$ cat src/rtl/cid_params.svh
/*
 Offsets, field positions and cycle counts of the instruction decode block.
 Assumes a 32-bit AHB-Lite slave with word-aligned registers.
*/
`ifndef CID_PARAMS_SVH
`define CID_PARAMS_SVH
// Register byte offsets
`define CID_REG_CTRL   8'h00
`define CID_REG_STATUS 8'h04
`define CID_REG_INSTR  8'h08
`define CID_REG_ACC    8'h0C
`define CID_REG_INDEX  8'h10
`define CID_REG_CCR    8'h14
`define CID_REG_OPND   8'h18
`define CID_REG_INFO   8'h1C
`define CID_REG_PC     8'h20
`define CID_REG_RET    8'h24
`define CID_REG_MEMOUT 8'h28
// Status bits
`define CID_ST_BUSY    0
`define CID_ST_DONE    1
`define CID_ST_TAKEN   2
`define CID_ST_ILLEGAL 3
// Condition code bits
`define CID_CCR_H 4
`define CID_CCR_I 3
`define CID_CCR_N 2
`define CID_CCR_Z 1
`define CID_CCR_C 0
`define CID_CCR_RST 5'h08
// Opcodes, cycle counts and the word transfer size
`define CID_OP_PRODUCT   8'h42
`define CID_OP_CALL_REL  8'hAD
`define CID_CYC_PRODUCT  4'hB
`define CID_CYC_BIT      4'h5
`define CID_CYC_BRANCH   4'h3
`define CID_CYC_CALL_REL 4'h6
`define CID_HSIZE_W   3'h2
`endif

$ cat src/rtl/cid_pkg.sv
/*
 Types and shared helpers of the instruction decode block.
 Assumes the constants header is included by the users.
*/
package cid_pkg;
  typedef enum logic [2:0] {
    CL_ILLEGAL, CL_PRODUCT, CL_REGMEM, CL_BRANCH, CL_CALL_REL, CL_BITTEST, CL_BITMOD
  } cid_class_t;

  typedef enum logic [2:0] {
    M_NONE, M_IMM, M_DIR, M_EXT, M_IX, M_IX1, M_IX2
  } cid_mode_t;

  typedef enum logic {ST_IDLE, ST_EXEC} cid_fsm_t;

  typedef struct packed {
    cid_fsm_t    fsm;
    logic        done;
    logic        taken;
    logic        illegal;
    logic [7:0]  op;
    logic [7:0]  b1;
    logic [7:0]  b2;
    logic [7:0]  acc;
    logic [7:0]  idx;
    logic [4:0]  ccr;
    logic [7:0]  opnd;
    logic [15:0] pc;
    logic [15:0] ret;
    logic [7:0]  memout;
    logic [3:0]  cnt;
    logic        dsel;
    logic        dwr;
    logic [7:0]  daddr;
    logic [31:0] hrdata;
  } cid_state_t;

  // Relative target from the address after the instruction
  function automatic logic [15:0] rel_target(input logic [15:0] pc,
                                             input logic [1:0]  len,
                                             input logic [7:0]  disp);
    return pc + {14'h0000, len} + {{8{disp[7]}}, disp};
  endfunction
endpackage

$ cat src/rtl/cid_dec_if.sv
/*
 Carrier between the executor and the opcode decoder.
 Assumes the decoder is purely combinational.
*/
interface cid_dec_if;
  logic [7:0]         opcode;
  cid_pkg::cid_class_t cls;
  cid_pkg::cid_mode_t  mode;
  logic [1:0]         len;
  logic [3:0]         cycles;
  modport dec (input opcode, output cls, mode, len, cycles);
  modport exe (output opcode, input cls, mode, len, cycles);
endinterface

$ cat src/rtl/cid_core.sv
/*
 Instruction decode and execute block with an AHB-Lite register slave.
 Software loads an instruction, operands and core registers, then starts it;
 the block stays busy for the instruction's cycle count and commits results.
 Assumes a single-master bus with only word transfers.
*/
`include "cid_params.svh"
module cid_core (
  // Clock and reset
  input  wire logic        clk_sys_i,
  input  wire logic        srst_i,
  // AHB-Lite slave
  input  wire logic        hsel_i,
  input  wire logic [31:0] haddr_i,
  input  wire logic [1:0]  htrans_i,
  input  wire logic        hwrite_i,
  input  wire logic [2:0]  hsize_i,
  input  wire logic [31:0] hwdata_i,
  input  wire logic        hready_i,
  output logic             hreadyout_o,
  output logic             hresp_o,
  output logic [31:0]      hrdata_o,
  // Core pins
  input  wire logic        irq_line_i,
  output logic             busy_o,
  output logic             done_o
);
  cid_pkg::cid_state_t st;
  cid_pkg::cid_state_t nxt;
  cid_dec_if           dec ();
  logic                rdy_r;
  logic                acc_ph;
  logic                commit;
  logic [7:0]          m_val;
  logic [15:0]         ea;
  logic [15:0]         pc_next;
  logic [8:0]          diff;
  logic [8:0]          sum;
  logic [4:0]          hsum;
  logic                cin;
  logic                cond;
  logic [7:0]          res;
  logic [7:0]          bmask;
  logic                tbit;
  logic [3:0]          busy_len;

  cid_decoder i_cid_decoder (
    .d (dec)
  );

  assign dec.opcode = st.op;

  // Outputs straight from flops, except hresp, which is tied low
  assign hrdata_o    = st.hrdata;
  assign hreadyout_o = rdy_r;
  assign hresp_o     = 1'b0;
  assign busy_o      = (st.fsm == cid_pkg::ST_EXEC);
  assign done_o      = st.done;

  assign acc_ph  = hsel_i && htrans_i[1] && hready_i && (hsize_i == `CID_HSIZE_W);
  assign commit  = (st.fsm == cid_pkg::ST_EXEC) && (st.cnt == 4'h1);
  assign m_val   = (dec.mode == cid_pkg::M_IMM) ? st.b1 : st.opnd;
  assign cin     = st.ccr[`CID_CCR_C];
  assign pc_next = st.pc + {14'h0000, dec.len};
  assign bmask   = 8'h01 << st.op[3:1];
  assign tbit    = |(st.opnd & bmask);

  // Effective address per mode
  always_comb begin
    unique case (dec.mode)
      cid_pkg::M_DIR: ea = {8'h00, st.b1};
      cid_pkg::M_EXT: ea = {st.b1, st.b2};
      cid_pkg::M_IX:  ea = {8'h00, st.idx};
      cid_pkg::M_IX1: ea = {8'h00, st.idx} + {8'h00, st.b1};
      cid_pkg::M_IX2: ea = {st.b1, st.b2} + {8'h00, st.idx};
      default:        ea = pc_next;
    endcase
  end

  // Adder and subtracter shared by the arithmetic opcodes
  always_comb begin
    logic [7:0] lhs;
    logic       ci;
    lhs  = (st.op[3:0] == 4'h3) ? st.idx : st.acc;
    ci   = (st.op[3:0] == 4'h2 || st.op[3:0] == 4'h9) ? cin : 1'b0;
    diff = {1'b0, lhs} - {1'b0, m_val} - {8'h00, ci};
    sum  = {1'b0, st.acc} + {1'b0, m_val} + {8'h00, ci};
    hsum = {1'b0, st.acc[3:0]} + {1'b0, m_val[3:0]} + {4'h0, ci};
  end

  // Branch condition by low nibble
  always_comb begin
    unique case (st.op[3:0])
      4'h0: cond = 1'b1;
      4'h1: cond = 1'b0;
      4'h2: cond = !(st.ccr[`CID_CCR_C] || st.ccr[`CID_CCR_Z]);
      4'h3: cond = st.ccr[`CID_CCR_C] || st.ccr[`CID_CCR_Z];
      4'h4: cond = !st.ccr[`CID_CCR_C];
      4'h5: cond = st.ccr[`CID_CCR_C];
      4'h6: cond = !st.ccr[`CID_CCR_Z];
      4'h7: cond = st.ccr[`CID_CCR_Z];
      4'h8: cond = !st.ccr[`CID_CCR_H];
      4'h9: cond = st.ccr[`CID_CCR_H];
      4'hA: cond = !st.ccr[`CID_CCR_N];
      4'hB: cond = st.ccr[`CID_CCR_N];
      4'hC: cond = !st.ccr[`CID_CCR_I];
      4'hD: cond = st.ccr[`CID_CCR_I];
      4'hE: cond = !irq_line_i;
      default: cond = irq_line_i;
    endcase
  end

  // Next state: bus writes, execution, read data
  always_comb begin
    nxt      = st;
    nxt.dsel = acc_ph;
    nxt.dwr  = hwrite_i;
    nxt.daddr = haddr_i[7:0];
    res      = 8'h00;
    // Data phase of a write
    if (st.dsel && st.dwr) begin
      if (st.daddr == `CID_REG_STATUS && hwdata_i[`CID_ST_DONE]) begin
        nxt.done = 1'b0;
      end
      if (st.fsm == cid_pkg::ST_IDLE) begin
        unique case (st.daddr)
          `CID_REG_CTRL: begin
            if (hwdata_i[0]) begin
              nxt.fsm     = cid_pkg::ST_EXEC;
              nxt.cnt     = dec.cycles;
              nxt.taken   = 1'b0;
              nxt.illegal = 1'b0;
            end
          end
          `CID_REG_INSTR: begin
            nxt.op = hwdata_i[7:0];
            nxt.b1 = hwdata_i[15:8];
            nxt.b2 = hwdata_i[23:16];
          end
          `CID_REG_ACC:   nxt.acc  = hwdata_i[7:0];
          `CID_REG_INDEX: nxt.idx  = hwdata_i[7:0];
          `CID_REG_CCR:   nxt.ccr  = hwdata_i[4:0];
          `CID_REG_OPND:  nxt.opnd = hwdata_i[7:0];
          `CID_REG_PC:    nxt.pc   = hwdata_i[15:0];
          default: ;
        endcase
      end
    end
    // Count down the instruction's cycles
    if (st.fsm == cid_pkg::ST_EXEC && !commit) begin
      nxt.cnt = st.cnt - 4'h1;
    end
    // Commit in the last busy cycle; done set wins over clear
    if (commit) begin
      nxt.fsm  = cid_pkg::ST_IDLE;
      nxt.done = 1'b1;
      nxt.pc   = pc_next;
      unique case (dec.cls)
        cid_pkg::CL_PRODUCT: begin
          {nxt.idx, nxt.acc} = st.idx * st.acc;
          nxt.ccr[`CID_CCR_H] = 1'b0;
          nxt.ccr[`CID_CCR_C] = 1'b0;
        end
        cid_pkg::CL_BRANCH: begin
          nxt.taken = cond;
          if (cond) begin
            nxt.pc = cid_pkg::rel_target(st.pc, dec.len, st.b1);
          end
        end
        cid_pkg::CL_CALL_REL: begin
          nxt.taken = 1'b1;
          nxt.ret   = pc_next;
          nxt.pc    = cid_pkg::rel_target(st.pc, dec.len, st.b1);
        end
        cid_pkg::CL_BITTEST: begin
          nxt.ccr[`CID_CCR_C] = tbit;
          nxt.taken = tbit ^ st.op[0];
          if (tbit ^ st.op[0]) begin
            nxt.pc = cid_pkg::rel_target(st.pc, dec.len, st.b2);
          end
        end
        cid_pkg::CL_BITMOD: begin
          nxt.memout = st.op[0] ? (st.opnd & ~bmask) : (st.opnd | bmask);
        end
        cid_pkg::CL_REGMEM: begin
          unique case (st.op[3:0])
            4'h0, 4'h2: begin
              res = diff[7:0];
              nxt.acc = res;
              nxt.ccr[`CID_CCR_C] = diff[8];
            end
            4'h1, 4'h3: begin
              res = diff[7:0];
              nxt.ccr[`CID_CCR_C] = diff[8];
            end
            4'h4: begin res = st.acc & m_val; nxt.acc = res; end
            4'h5: res = st.acc & m_val;
            4'h6: begin res = m_val; nxt.acc = res; end
            4'h7: begin res = st.acc; nxt.memout = res; end
            4'h8: begin res = st.acc ^ m_val; nxt.acc = res; end
            4'hA: begin res = st.acc | m_val; nxt.acc = res; end
            4'h9, 4'hB: begin
              res = sum[7:0];
              nxt.acc = res;
              nxt.ccr[`CID_CCR_C] = sum[8];
              nxt.ccr[`CID_CCR_H] = hsum[4];
            end
            4'hC: nxt.pc = ea;
            4'hD: begin nxt.ret = pc_next; nxt.pc = ea; end
            4'hE: begin res = m_val; nxt.idx = res; end
            default: begin res = st.idx; nxt.memout = res; end
          endcase
          if (st.op[3:0] != 4'hC && st.op[3:0] != 4'hD) begin
            nxt.ccr[`CID_CCR_N] = res[7];
            nxt.ccr[`CID_CCR_Z] = (res == 8'h00);
          end
        end
        default: begin
          nxt.illegal = 1'b1;
          nxt.pc      = st.pc;
        end
      endcase
    end
    // Read data from the updated state for back-to-back accesses, except INFO, decoded from the registered opcode
    if (acc_ph && !hwrite_i) begin
      unique case (haddr_i[7:0])
        `CID_REG_STATUS: nxt.hrdata = {28'h0000000, nxt.illegal, nxt.taken, nxt.done,
                                       nxt.fsm == cid_pkg::ST_EXEC};
        `CID_REG_INSTR:  nxt.hrdata = {8'h00, nxt.b2, nxt.b1, nxt.op};
        `CID_REG_ACC:    nxt.hrdata = {24'h000000, nxt.acc};
        `CID_REG_INDEX:  nxt.hrdata = {24'h000000, nxt.idx};
        `CID_REG_CCR:    nxt.hrdata = {27'h0000000, nxt.ccr};
        `CID_REG_OPND:   nxt.hrdata = {24'h000000, nxt.opnd};
        `CID_REG_INFO:   nxt.hrdata = {20'h00000, dec.cycles, 6'h00, dec.len};
        `CID_REG_PC:     nxt.hrdata = {16'h0000, nxt.pc};
        `CID_REG_RET:    nxt.hrdata = {16'h0000, nxt.ret};
        `CID_REG_MEMOUT: nxt.hrdata = {24'h000000, nxt.memout};
        default:         nxt.hrdata = 32'h00000000;
      endcase
    end
  end

  // State register
  always_ff @(posedge clk_sys_i) begin
    if (srst_i) begin
      st     <= '0;
      st.ccr <= `CID_CCR_RST;
      rdy_r  <= 1'b0;
    end else begin
      st    <= nxt;
      rdy_r <= 1'b1;
    end
  end

  // Busy cycle counter watched by the busy length check
  always_ff @(posedge clk_sys_i) begin
    if (srst_i || st.fsm == cid_pkg::ST_IDLE) begin
      busy_len <= 4'h0;
    end else begin
      busy_len <= busy_len + 4'h1;
    end
  end

  a_busy_length: assert property (@(posedge clk_sys_i) disable iff (srst_i)
    commit |-> (busy_len + 4'h1 == dec.cycles))
    else $error("busy time differs from cycle count");

  a_product_value: assert property (@(posedge clk_sys_i) disable iff (srst_i)
    (commit && dec.cls == cid_pkg::CL_PRODUCT) |=>
      ({st.idx, st.acc} == $past(st.idx) * $past(st.acc)) && !busy_o)
    else $error("product wrong");

  a_product_flags: assert property (@(posedge clk_sys_i) disable iff (srst_i)
    (commit && dec.cls == cid_pkg::CL_PRODUCT) |=> !st.ccr[`CID_CCR_H] &&
      !st.ccr[`CID_CCR_C] && (st.ccr[3:1] == $past(st.ccr[3:1])))
    else $error("product flags wrong");

  a_compare_nowrite: assert property (@(posedge clk_sys_i) disable iff (srst_i)
    (commit && dec.cls == cid_pkg::CL_REGMEM && st.op[1:0] == 2'h1 &&
     st.op[3:2] == 2'h0) |=> $stable(st.acc) && $stable(st.idx))
    else $error("compare wrote a register");

  a_xor_write: assert property (@(posedge clk_sys_i) disable iff (srst_i)
    (commit && dec.cls == cid_pkg::CL_REGMEM && st.op[3:0] == 4'h8) |=>
      st.acc == ($past(st.acc) ^ $past(m_val)))
    else $error("xor result wrong");

  a_irq_branch: assert property (@(posedge clk_sys_i) disable iff (srst_i)
    (commit && st.op == 8'h2E) |=> st.taken == !$past(irq_line_i))
    else $error("line low branch wrong");

  a_carry_branch: assert property (@(posedge clk_sys_i) disable iff (srst_i)
    (commit && st.op == 8'h25) |=> st.taken == $past(st.ccr[`CID_CCR_C]))
    else $error("carry set branch wrong");

  a_branch_timing: assert property (@(posedge clk_sys_i) disable iff (srst_i)
    (dec.cls == cid_pkg::CL_BRANCH) |-> dec.len == 2'h2 && dec.cycles == 4'h3)
    else $error("branch length or timing wrong");

  a_bittest_carry: assert property (@(posedge clk_sys_i) disable iff (srst_i)
    (commit && dec.cls == cid_pkg::CL_BITTEST) |=> st.ccr[`CID_CCR_C] ==
      $past(tbit) && st.taken == ($past(tbit) ^ $past(st.op[0])))
    else $error("bit test wrong");

  a_bitmod_single: assert property (@(posedge clk_sys_i) disable iff (srst_i)
    (commit && dec.cls == cid_pkg::CL_BITMOD) |=>
      ((st.memout ^ $past(st.opnd)) & ~$past(bmask)) == 8'h00)
    else $error("other bits disturbed");

  a_call_rel_return: assert property (@(posedge clk_sys_i) disable iff (srst_i)
    (commit && dec.cls == cid_pkg::CL_CALL_REL) |=> st.ret == $past(st.pc) + 16'h0002)
    else $error("return address wrong");

  a_ext_length: assert property (@(posedge clk_sys_i) disable iff (srst_i)
    (dec.mode == cid_pkg::M_EXT) |-> dec.len == 2'h3)
    else $error("extended length wrong");
endmodule

$ cat src/rtl/cid_decoder.sv
/*
 Opcode decoder: class, addressing mode, length and cycle count.
 Assumes the opcode is stable while the executor uses the answer.
*/
`include "cid_params.svh"
module cid_decoder (
  // Decode port
  cid_dec_if.dec d
);
  logic [3:0] hi;
  logic [3:0] lo;
  logic [3:0] base;

  assign hi = d.opcode[7:4];
  assign lo = d.opcode[3:0];

  // Classify the opcode and derive its timing
  always_comb begin
    d.cls    = cid_pkg::CL_ILLEGAL;
    d.mode   = cid_pkg::M_NONE;
    d.len    = 2'h1;
    d.cycles = 4'h1;
    base     = 4'h2;
    if (d.opcode == `CID_OP_PRODUCT) begin
      d.cls    = cid_pkg::CL_PRODUCT;
      d.cycles = `CID_CYC_PRODUCT;
    end else if (hi == 4'h0) begin
      d.cls    = cid_pkg::CL_BITTEST;
      d.len    = 2'h3;
      d.cycles = `CID_CYC_BIT;
    end else if (hi == 4'h1) begin
      d.cls    = cid_pkg::CL_BITMOD;
      d.len    = 2'h2;
      d.cycles = `CID_CYC_BIT;
    end else if (hi == 4'h2) begin
      d.cls    = cid_pkg::CL_BRANCH;
      d.len    = 2'h2;
      d.cycles = `CID_CYC_BRANCH;
    end else if (d.opcode == `CID_OP_CALL_REL) begin
      d.cls    = cid_pkg::CL_CALL_REL;
      d.len    = 2'h2;
      d.cycles = `CID_CYC_CALL_REL;
    end else if (hi >= 4'hA) begin
      // Mode, length and load timing per upper nibble
      unique case (hi)
        4'hA: begin d.mode = cid_pkg::M_IMM; d.len = 2'h2; base = 4'h2; end
        4'hB: begin d.mode = cid_pkg::M_DIR; d.len = 2'h2; base = 4'h3; end
        4'hC: begin d.mode = cid_pkg::M_EXT; d.len = 2'h3; base = 4'h4; end
        4'hD: begin d.mode = cid_pkg::M_IX2; d.len = 2'h3; base = 4'h5; end
        4'hE: begin d.mode = cid_pkg::M_IX1; d.len = 2'h2; base = 4'h4; end
        default: begin d.mode = cid_pkg::M_IX; d.len = 2'h1; base = 4'h3; end
      endcase
      // Stores one over loads, jumps one under, calls two over
      if (lo == 4'h7 || lo == 4'hF) begin
        d.cycles = base + 4'h1;
      end else if (lo == 4'hC) begin
        d.cycles = base - 4'h1;
      end else if (lo == 4'hD) begin
        d.cycles = base + 4'h2;
      end else begin
        d.cycles = base;
      end
      d.cls = cid_pkg::CL_REGMEM;
      // No immediate store or jump form
      if (hi == 4'hA && (lo == 4'h7 || lo == 4'hC || lo == 4'hF)) begin
        d.cls    = cid_pkg::CL_ILLEGAL;
        d.mode   = cid_pkg::M_NONE;
        d.len    = 2'h1;
        d.cycles = 4'h1;
      end
    end
  end
endmodule

$ cat config.mk
export PLATFORM = sky130hd
export DESIGN_NAME = cid_core
export DESIGN_NICKNAME = d
export VERILOG_FILES = /design/src/rtl/cid_pkg.sv /design/src/rtl/cid_dec_if.sv /design/src/rtl/cid_core.sv /design/src/rtl/cid_decoder.sv
export VERILOG_INCLUDE_DIRS = /design/src /design/src/rtl
export SDC_FILE = /design/constraint.sdc
export NUM_CORES = 1
export LEC_CHECK = 0
export ABC_AREA = 1
export BUFFER_PORTS_ARGS = -buffer_cell sky130_fd_sc_hd__buf_2
export CORE_MARGIN = 10
export CORE_UTILIZATION = 30
export CTS_CLUSTER_DIAMETER = 80
export DETAILED_ROUTE_END_ITERATION = 16
export PLACE_DENSITY = 0.5
export SLEW_MARGIN = 5
export SYNTH_ARGS = -nofsm -noshare
export SYNTH_HDL_FRONTEND = slang
export SYNTH_SLANG_ARGS = --single-unit
$ cat constraint.sdc
create_clock -name clk_sys_i -period 5.85 [get_ports clk_sys_i]
set_clock_uncertainty 0.2 [all_clocks]
set_input_delay 0 -clock clk_sys_i [delete_from_list [all_inputs] [get_ports clk_sys_i]]
set_output_delay 0 -clock clk_sys_i [all_outputs]
set_load 0.05 [all_outputs]
==> summary.md, run 1 <==
| Metric | Value |
|---|---|
| Setup bufs post-CTS | 0 |
| Critical R2R Capture | hrdata_o[5] |
| Root Buffer | clkbuf_16 |
| Post-Route Setup TNS | 0 ns |
| Max-slew violations | 0 |
| Initial antenna violation count | 2 |
| Area grow syn2layout | 13.5% |
| TritonRoute pass-1 iters | 6 |
| Post-DP HPWL | roughly 60000 um |
| Via density | 5.38 |
| Number of global-route vias before repair | 18500 |
| Placement-stage cell area | between 15000 and 20000 um^2 |
| Pwr Density | 120 nW/um^2 |
| Max FO, Critical Path | 9 |
| Die Wd | 255 um |
| Hold crit path type | input pin to flip-flop |
| Worst skew pair latency | 0.45 ns |
| Hold_ws | about 0.14 ns |
| Period utilization | 0.948 |
| Final setup fails | 0 |
| Crit path time final | roughly 5.5 ns |
| Drt total wl | 76200 um |
| Number of fill cells | ~6000 |
| RSZ-0062 raised after global routing | no |
| First-pass GRT wire length | 114000 um |
| # diodes | 0 |
| Synth Warn # | 0 |
| VDD IR-drop max | 253 uV |
| Sequential Area | 2720 um^2 |
| Share of layout cells above drive strength 1 | 0.0900 |
| Worst Max-Slew Pin Slew | a little over 1 ns |
| Leakage | 9.74 nW |
| DIE AREA | 65100 um^2 |
| Total gr overflow | 0 |
| Most frequent cells in the layout | nand2_1, inv_1, nor2_1 |
| Core Area | between 50000 and 60000 um^2 |
| Slew HR | 0.322 |
| Yosys reg bits | roughly 140 |
| Crit path DAT | 5.65 ns |
| Port buffer count | 68 |
| Initial Utilization | 0.302 |
| Worst Setup EP | hrdata_o[5] |
| Post-synth top flop | dfxtp_1 |
| Clk slew on worst S/H paths | 0.07 ns |
| Residual DRC count | 0 |
| H-tree Lvls | 4 |
| Largest net degree at the start of global routing | 73 |
| Via count | 19300 |
| Final Hold Vio Count | 0 |
| Status | finished clean |
| Final Instance Area | 18800 um^2 |
| Placer Congestion | 1.00 |
| Max Cap Viol | 0 |
| Commonest non-fill, non-tap cell in the layout | nand2_1 |
| Antenna Nets Post-Route | 0 |
| Row count | 86 |
| CP Class | flip-flop to flip-flop |
| CP required | between 5 and 6 ns |
| CP Capture Type | flip-flop |
| Die height | 255 um |
| FF-to-FF Start | st[101] |
| Synth async-reset ratio | 0 |
| CTS Sinks | about 140 |
| FMAX | 180 MHz |
| Crit start category | flip-flop |
| R2R setup slack | 0.31 ns |
| Synthesized area per cell | roughly 6 um^2 |
| EDFF count, synth | 0 |
| CTS tree | done |
| Part of the Yosys area used for sequential elements | 0.164 |
| Final Power | between 2 and 2.5 mW |
| Wire per inst | 21.2 um |
| Post-synthesis cell type count | 62 |
| Reg2Reg Depth | 22 |
| Top Ports | 111 |
| Area of the multi-input gates | 11700 um^2 |
| Drt first-iter violations | 2049 |
| CTS Buf Count | 17 |
| Post-Syn Area | 16600 um^2 |
| Global Route Usage Sum | 0.231 |
| Post-Synthesis Cells | 2786 |
| Buffer depth of the longest clock path | 2 |
| Crit path from | st[101] |
| Nets | 3112 |
where the power goes:
group          total [mW]  internal, mW  switching (mW)
logic               0.104        0.0350          0.0688
clock network        1.23         0.705           0.524
registers           0.931         0.929         0.00171
cells by family (layout without fill, tap and decap cells):
logic type,Yosys count,after routing,synth area share
buf+inv,520,616,0.131
mux,2,2,0.00121
fa+ha+maj,160,160,0.141
other cells,1,9,0.000226
xor+xnor,27,27,0.0143
flops,136,136,0.164
compound gates,515,515,0.177
simple gates,1425,1425,0.372
routing by layer:
layer | GRT usage | vias up | wire (um)
met5 | 0 | - | 38
met1 | 0.305 | 9118 | 33600
li1 | - | 9236 | -
met3 | 0.0383 | 138 | 5850
met2 | 0.377 | 848 | 34500
met4 | 0.0719 | 4 | 2250
sequential cells by signal (all words and copies together), names as in the netlist:
signal       cells
done_o           1
busy_o           1
hrdata_o        24
dec.opcode       8
cin              1
hreadyout_o      1
st             100
what timing repair did:
| action | 4_1_cts | 5_1_grt |
|---|---|---|
| gates resized for setup | 0 | 2 |
| endpoints found under the setup margin | 0 | 5 |
| hold buffers | 50 | 0 |
| endpoints found under the hold margin | 106 | 0 |
worst max-delay path, stage by stage (launching register included):
cell,delay [ns]
dfxtp_1,0.72
nand2_1,0.15
fa_1,0.50
fa_1,0.53
fa_1,0.44
fa_1,0.50
inv_1,0.04
ha_1,0.32
inv_1,0.09
nor3_1,0.33
nand2_1,0.09
nand2_1,0.10
nand2_1,0.09
a21oi_1,0.15
o21ai_0,0.11
nand3_1,0.11
nand2_1,0.06
nand2_1,0.05
o21ai_0,0.17
nand2_1,0.11
nand4_1,0.30
nand2_1,0.15
a21oi_1,0.07
synth_stat cells, types with 14 or more instances:
cell | count | area [um^2]
buf_2 | 14 | 70.1
a21oi_1 | 194 | 971
nand3b_1 | 14 | 105
nand2_1 | 797 | 2990
nor3_1 | 27 | 135
nand3_1 | 218 | 1090
inv_1 | 380 | 1430
ha_1 | 116 | 1450
xnor2_1 | 14 | 123
buf_4 | 37 | 278
fa_1 | 44 | 881
o22ai_1 | 25 | 156
or2_2 | 28 | 175
o21ai_1 | 15 | 75.1
o211ai_1 | 38 | 285
nand4_1 | 49 | 307
dfxtp_1 | 136 | 2720
clkbuf_1 | 58 | 218
nor2_1 | 243 | 912
o21ai_0 | 170 | 851
stage by stage:
step	worst slack [ns]	instances	util
after floorplan	1.13	2794	-
after global placement	0.477	3512	0.322
after detailed placement	0.368	3512	0.322
after CTS	0.328	3594	0.343
after global routing	0.0201	3594	0.343
final	0.307	3594	0.343
final cells by class:
class                           count  share of cell area
Clock buffer                       18              0.0233
Clock inverter                     14              0.0108
Inverter                          398              0.0795
Multi-Input combinational cell   2138               0.623
Sequential cell                   136               0.145
Tap cell                          704              0.0468
Timing Repair Buffer              186              0.0719
worst min-delay path by stage:
stage                 startpoint  endpoint  slack, ns  depth (start not counted)
floorplan               hwrite_i    st[40]      -0.09                          2
global placement      haddr_i[6]    st[38]       0.02                          3
detailed placement    haddr_i[6]    st[38]       0.03                          3
CTS                 hwdata_i[17]   st[116]       0.16                          3
global route        hwdata_i[17]   st[116]       0.21                          3
finish              hwdata_i[17]   st[116]       0.14                          3
Power figures use the tool's default switching activity.
==> run 2, diff against run 1 <==
- CORE_ASPECT_RATIO: not set -> 0.75
- CORE_MARGIN: 10 -> 2
==> summary.md, run 2 (synthesis gave the netlist of run 1 again) <==
| Metric | Value |
|---|---|
| Initial Utilization | 0.304 (+0.00190) |
| Port buffer count | 68 (unchanged) |
| Buffer depth of the longest clock path | 2 (unchanged) |
| Leakage | 9.63 nW (-1.1%) |
| Critical path depth | 25 (+14%) |
| Total gr overflow | 0 (unchanged) |
| Placer Congestion | 1.01 (+1.0%) |
| Nets | 3095 (-0.55%) |
| Max FO, Critical Path | 11 (+2) |
| Area grow syn2layout | 12.6% |
| Pwr Density | 119 nW/um^2 (-1.4%) |
| Worst Max-Slew Pin Slew | 1.06 ns (+0.0427 ns) |
| Commonest non-fill, non-tap cell in the layout | nand2_1 |
| Root Buffer | clkbuf_16 |
| VDD IR-drop max | 187 uV (-26%) |
| Crit path DAT | 5.49 ns (-0.16 ns) |
| Hold depth | 4 (+1) |
| CP Capture Type | flip-flop |
| Placed cell count | 3523 (+0.31%) |
| Global Route Usage Sum | 0.272 (+0.0409) |
| Slew HR | 0.296 (-0.0268) |
| Crit path time final | 5.42 ns (-0.125 ns) |
| CP required | 5.93 ns (-0.02 ns) |
| Worst skew pair latency | 0.45 ns (about the same) |
| RSZ-0062 raised after global routing | no |
| Hold_ws | 0.120 ns (-0.0184 ns) |
| TritonRoute pass-1 iters | 8 (+2) |
| Reg2Reg Depth | 25 (+14%) |
| CTS Sinks | 136 (unchanged) |
| Via density | 5.45 (+1.2%) |
| Post-DP HPWL | 63200 um (+3.7%) |
| Drt first-iter violations | 2301 (+12%) |
| Die height | 208 um (-19%) |
| Max Cap Viol | 0 (unchanged) |
| Residual DRC count | 0 (unchanged) |
| Number of global-route vias before repair | 17800 (-3.5%) |
| Max-slew violations | 0 (unchanged) |
| FMAX | 185 MHz (+2.3%) |
| Share of layout cells above drive strength 1 | 0.0877 (-0.00225) |
| CP Class | flip-flop to flip-flop |
| Status | finished clean |
| Post-Route Setup TNS | 0 ns (unchanged) |
| Drt total wl | 79200 um (+3.9%) |
| Slowest Stage Delay on Critical Path | 0.75 ns (+0.03 ns) |
| Hold crit path type | input pin to flip-flop |
| Clk slew on worst S/H paths | 0.07 ns (about the same) |
| Initial antenna violation count | 0 (-2) |
| Core Area | 54500 um^2 (-0.62%) |
| Final Power | 2.21 mW (-2.2%) |
| Top Ports | 111 (unchanged) |
| Via count | 19600 (+1.3%) |
| # diodes | 0 (unchanged) |
| H-tree Lvls | 4 (unchanged) |
| Cell mode on critical path | nand2_1 |
| Row count | 74 (-14%) |
| Largest net degree at the start of global routing | 85 (+16%) |
| Crit-path leading delay family | adder cells |
| Finished Core Util | 0.342 (-0.000574) |
| Period utilization | 0.926 (-0.0213) |
| Worst path buffer plus inverter count | 4 (+2) |
| Most frequent cells in the layout | nand2_1, inv_1, nor2_1 |
| CTS tree | done |
| Max reg flops | 100 (unchanged) |
| Non-Filler Instances | 3595 (+0.028%) |
| Die Wd | 275 um (+8.0%) |
| First-pass GRT wire length | 116000 um (+1.5%) |
| Final Hold Vio Count | 0 (unchanged) |
| Antenna Nets Post-Route | 0 (unchanged) |
| Wire per inst | 22.0 um (+3.9%) |
| Final setup fails | 0 (unchanged) |
| DIE AREA | 57200 um^2 (-12%) |
| Worst path slowest cell | dfxtp_1 |
| CTS Buf Count | 17 (unchanged) |
| Crit start category | flip-flop |
| Most flops, register | st |
## run 2: cell count changes in the layout (fill, tap and decap cells not counted)
| cell | previous run | this run |
|---|---|---|
| clkinv_4 | 1 | 0 |
| dlygate4sd3_1 | 50 | 40 |
| bufinv_16 | 3 | 2 |
| clkinv_8 | 1 | 2 |
| inv_8 | 4 | 5 |
| buf_4 | 69 | 62 |
| dfxtp_2 | 1 | 0 |
| clkinvlp_4 | 0 | 1 |
| dfxtp_1 | 135 | 136 |
| clkbuf_8 | 1 | 0 |
## run 2: what timing repair did
item | 4_1_cts | 5_1_grt
endpoints found under the setup margin | 0 | 1
hold buffers | 40 | 0
setup buffers | 0 | 0
gates resized for setup | 0 | 1
hold endpoints to repair | 96 | 0
## run 2: layer usage
| metal | part of all wire | global-route usage |
|---|---|---|
| met1 | 0.47 | 0.411 |
| met2 | 0.37 | 0.355 |
| met3 | 0.14 | 0.110 |
| met4 | 0.016 | 0.0477 |
| met5 | 0 | 0 |
## run 2: power breakdown
| part | total (mW) | switching, mW | internal, mW |
|---|---|---|---|
| clock network | 1.18 | 0.528 | 0.657 |
| logic | 0.0986 | 0.0671 | 0.0316 |
| registers | 0.931 | 0.00171 | 0.929 |
## run 2: tightest hold or removal path: stages
cell           delay [ns]
dlygate4sd3_1        0.52
buf_2                0.09
inv_1                0.04
nor2_1               0.07
## run 2: stage by stage
stage                     cell area (um^2)  setup slack, ns
final                                18700            0.431
after global routing                 18700           0.0169
after CTS                            18700            0.499
after detailed placement             17600            0.509
after global placement               17600            0.504
after floorplan                      16600             1.13
## run 2: final timing paths
check,startpoint,endpoint,slack [ns]
worst max-delay path,st[113],hrdata_o[4],0.43
worst min register to register,hrdata_o[11],hrdata_o[11],0.27
worst max register to register,st[113],hrdata_o[4],0.43
worst min-delay path,haddr_i[6],st[38],0.12
## run 2: layout make-up
class                   count  area (um^2)
fillers                  6090        35900
repair buffers            169         1200
well taps                 722          903
clock inverters            15          200
flip-flops and latches    136         2720
inverters                 398         1500
clock buffers              17          425
multi-input cells        2138        11700
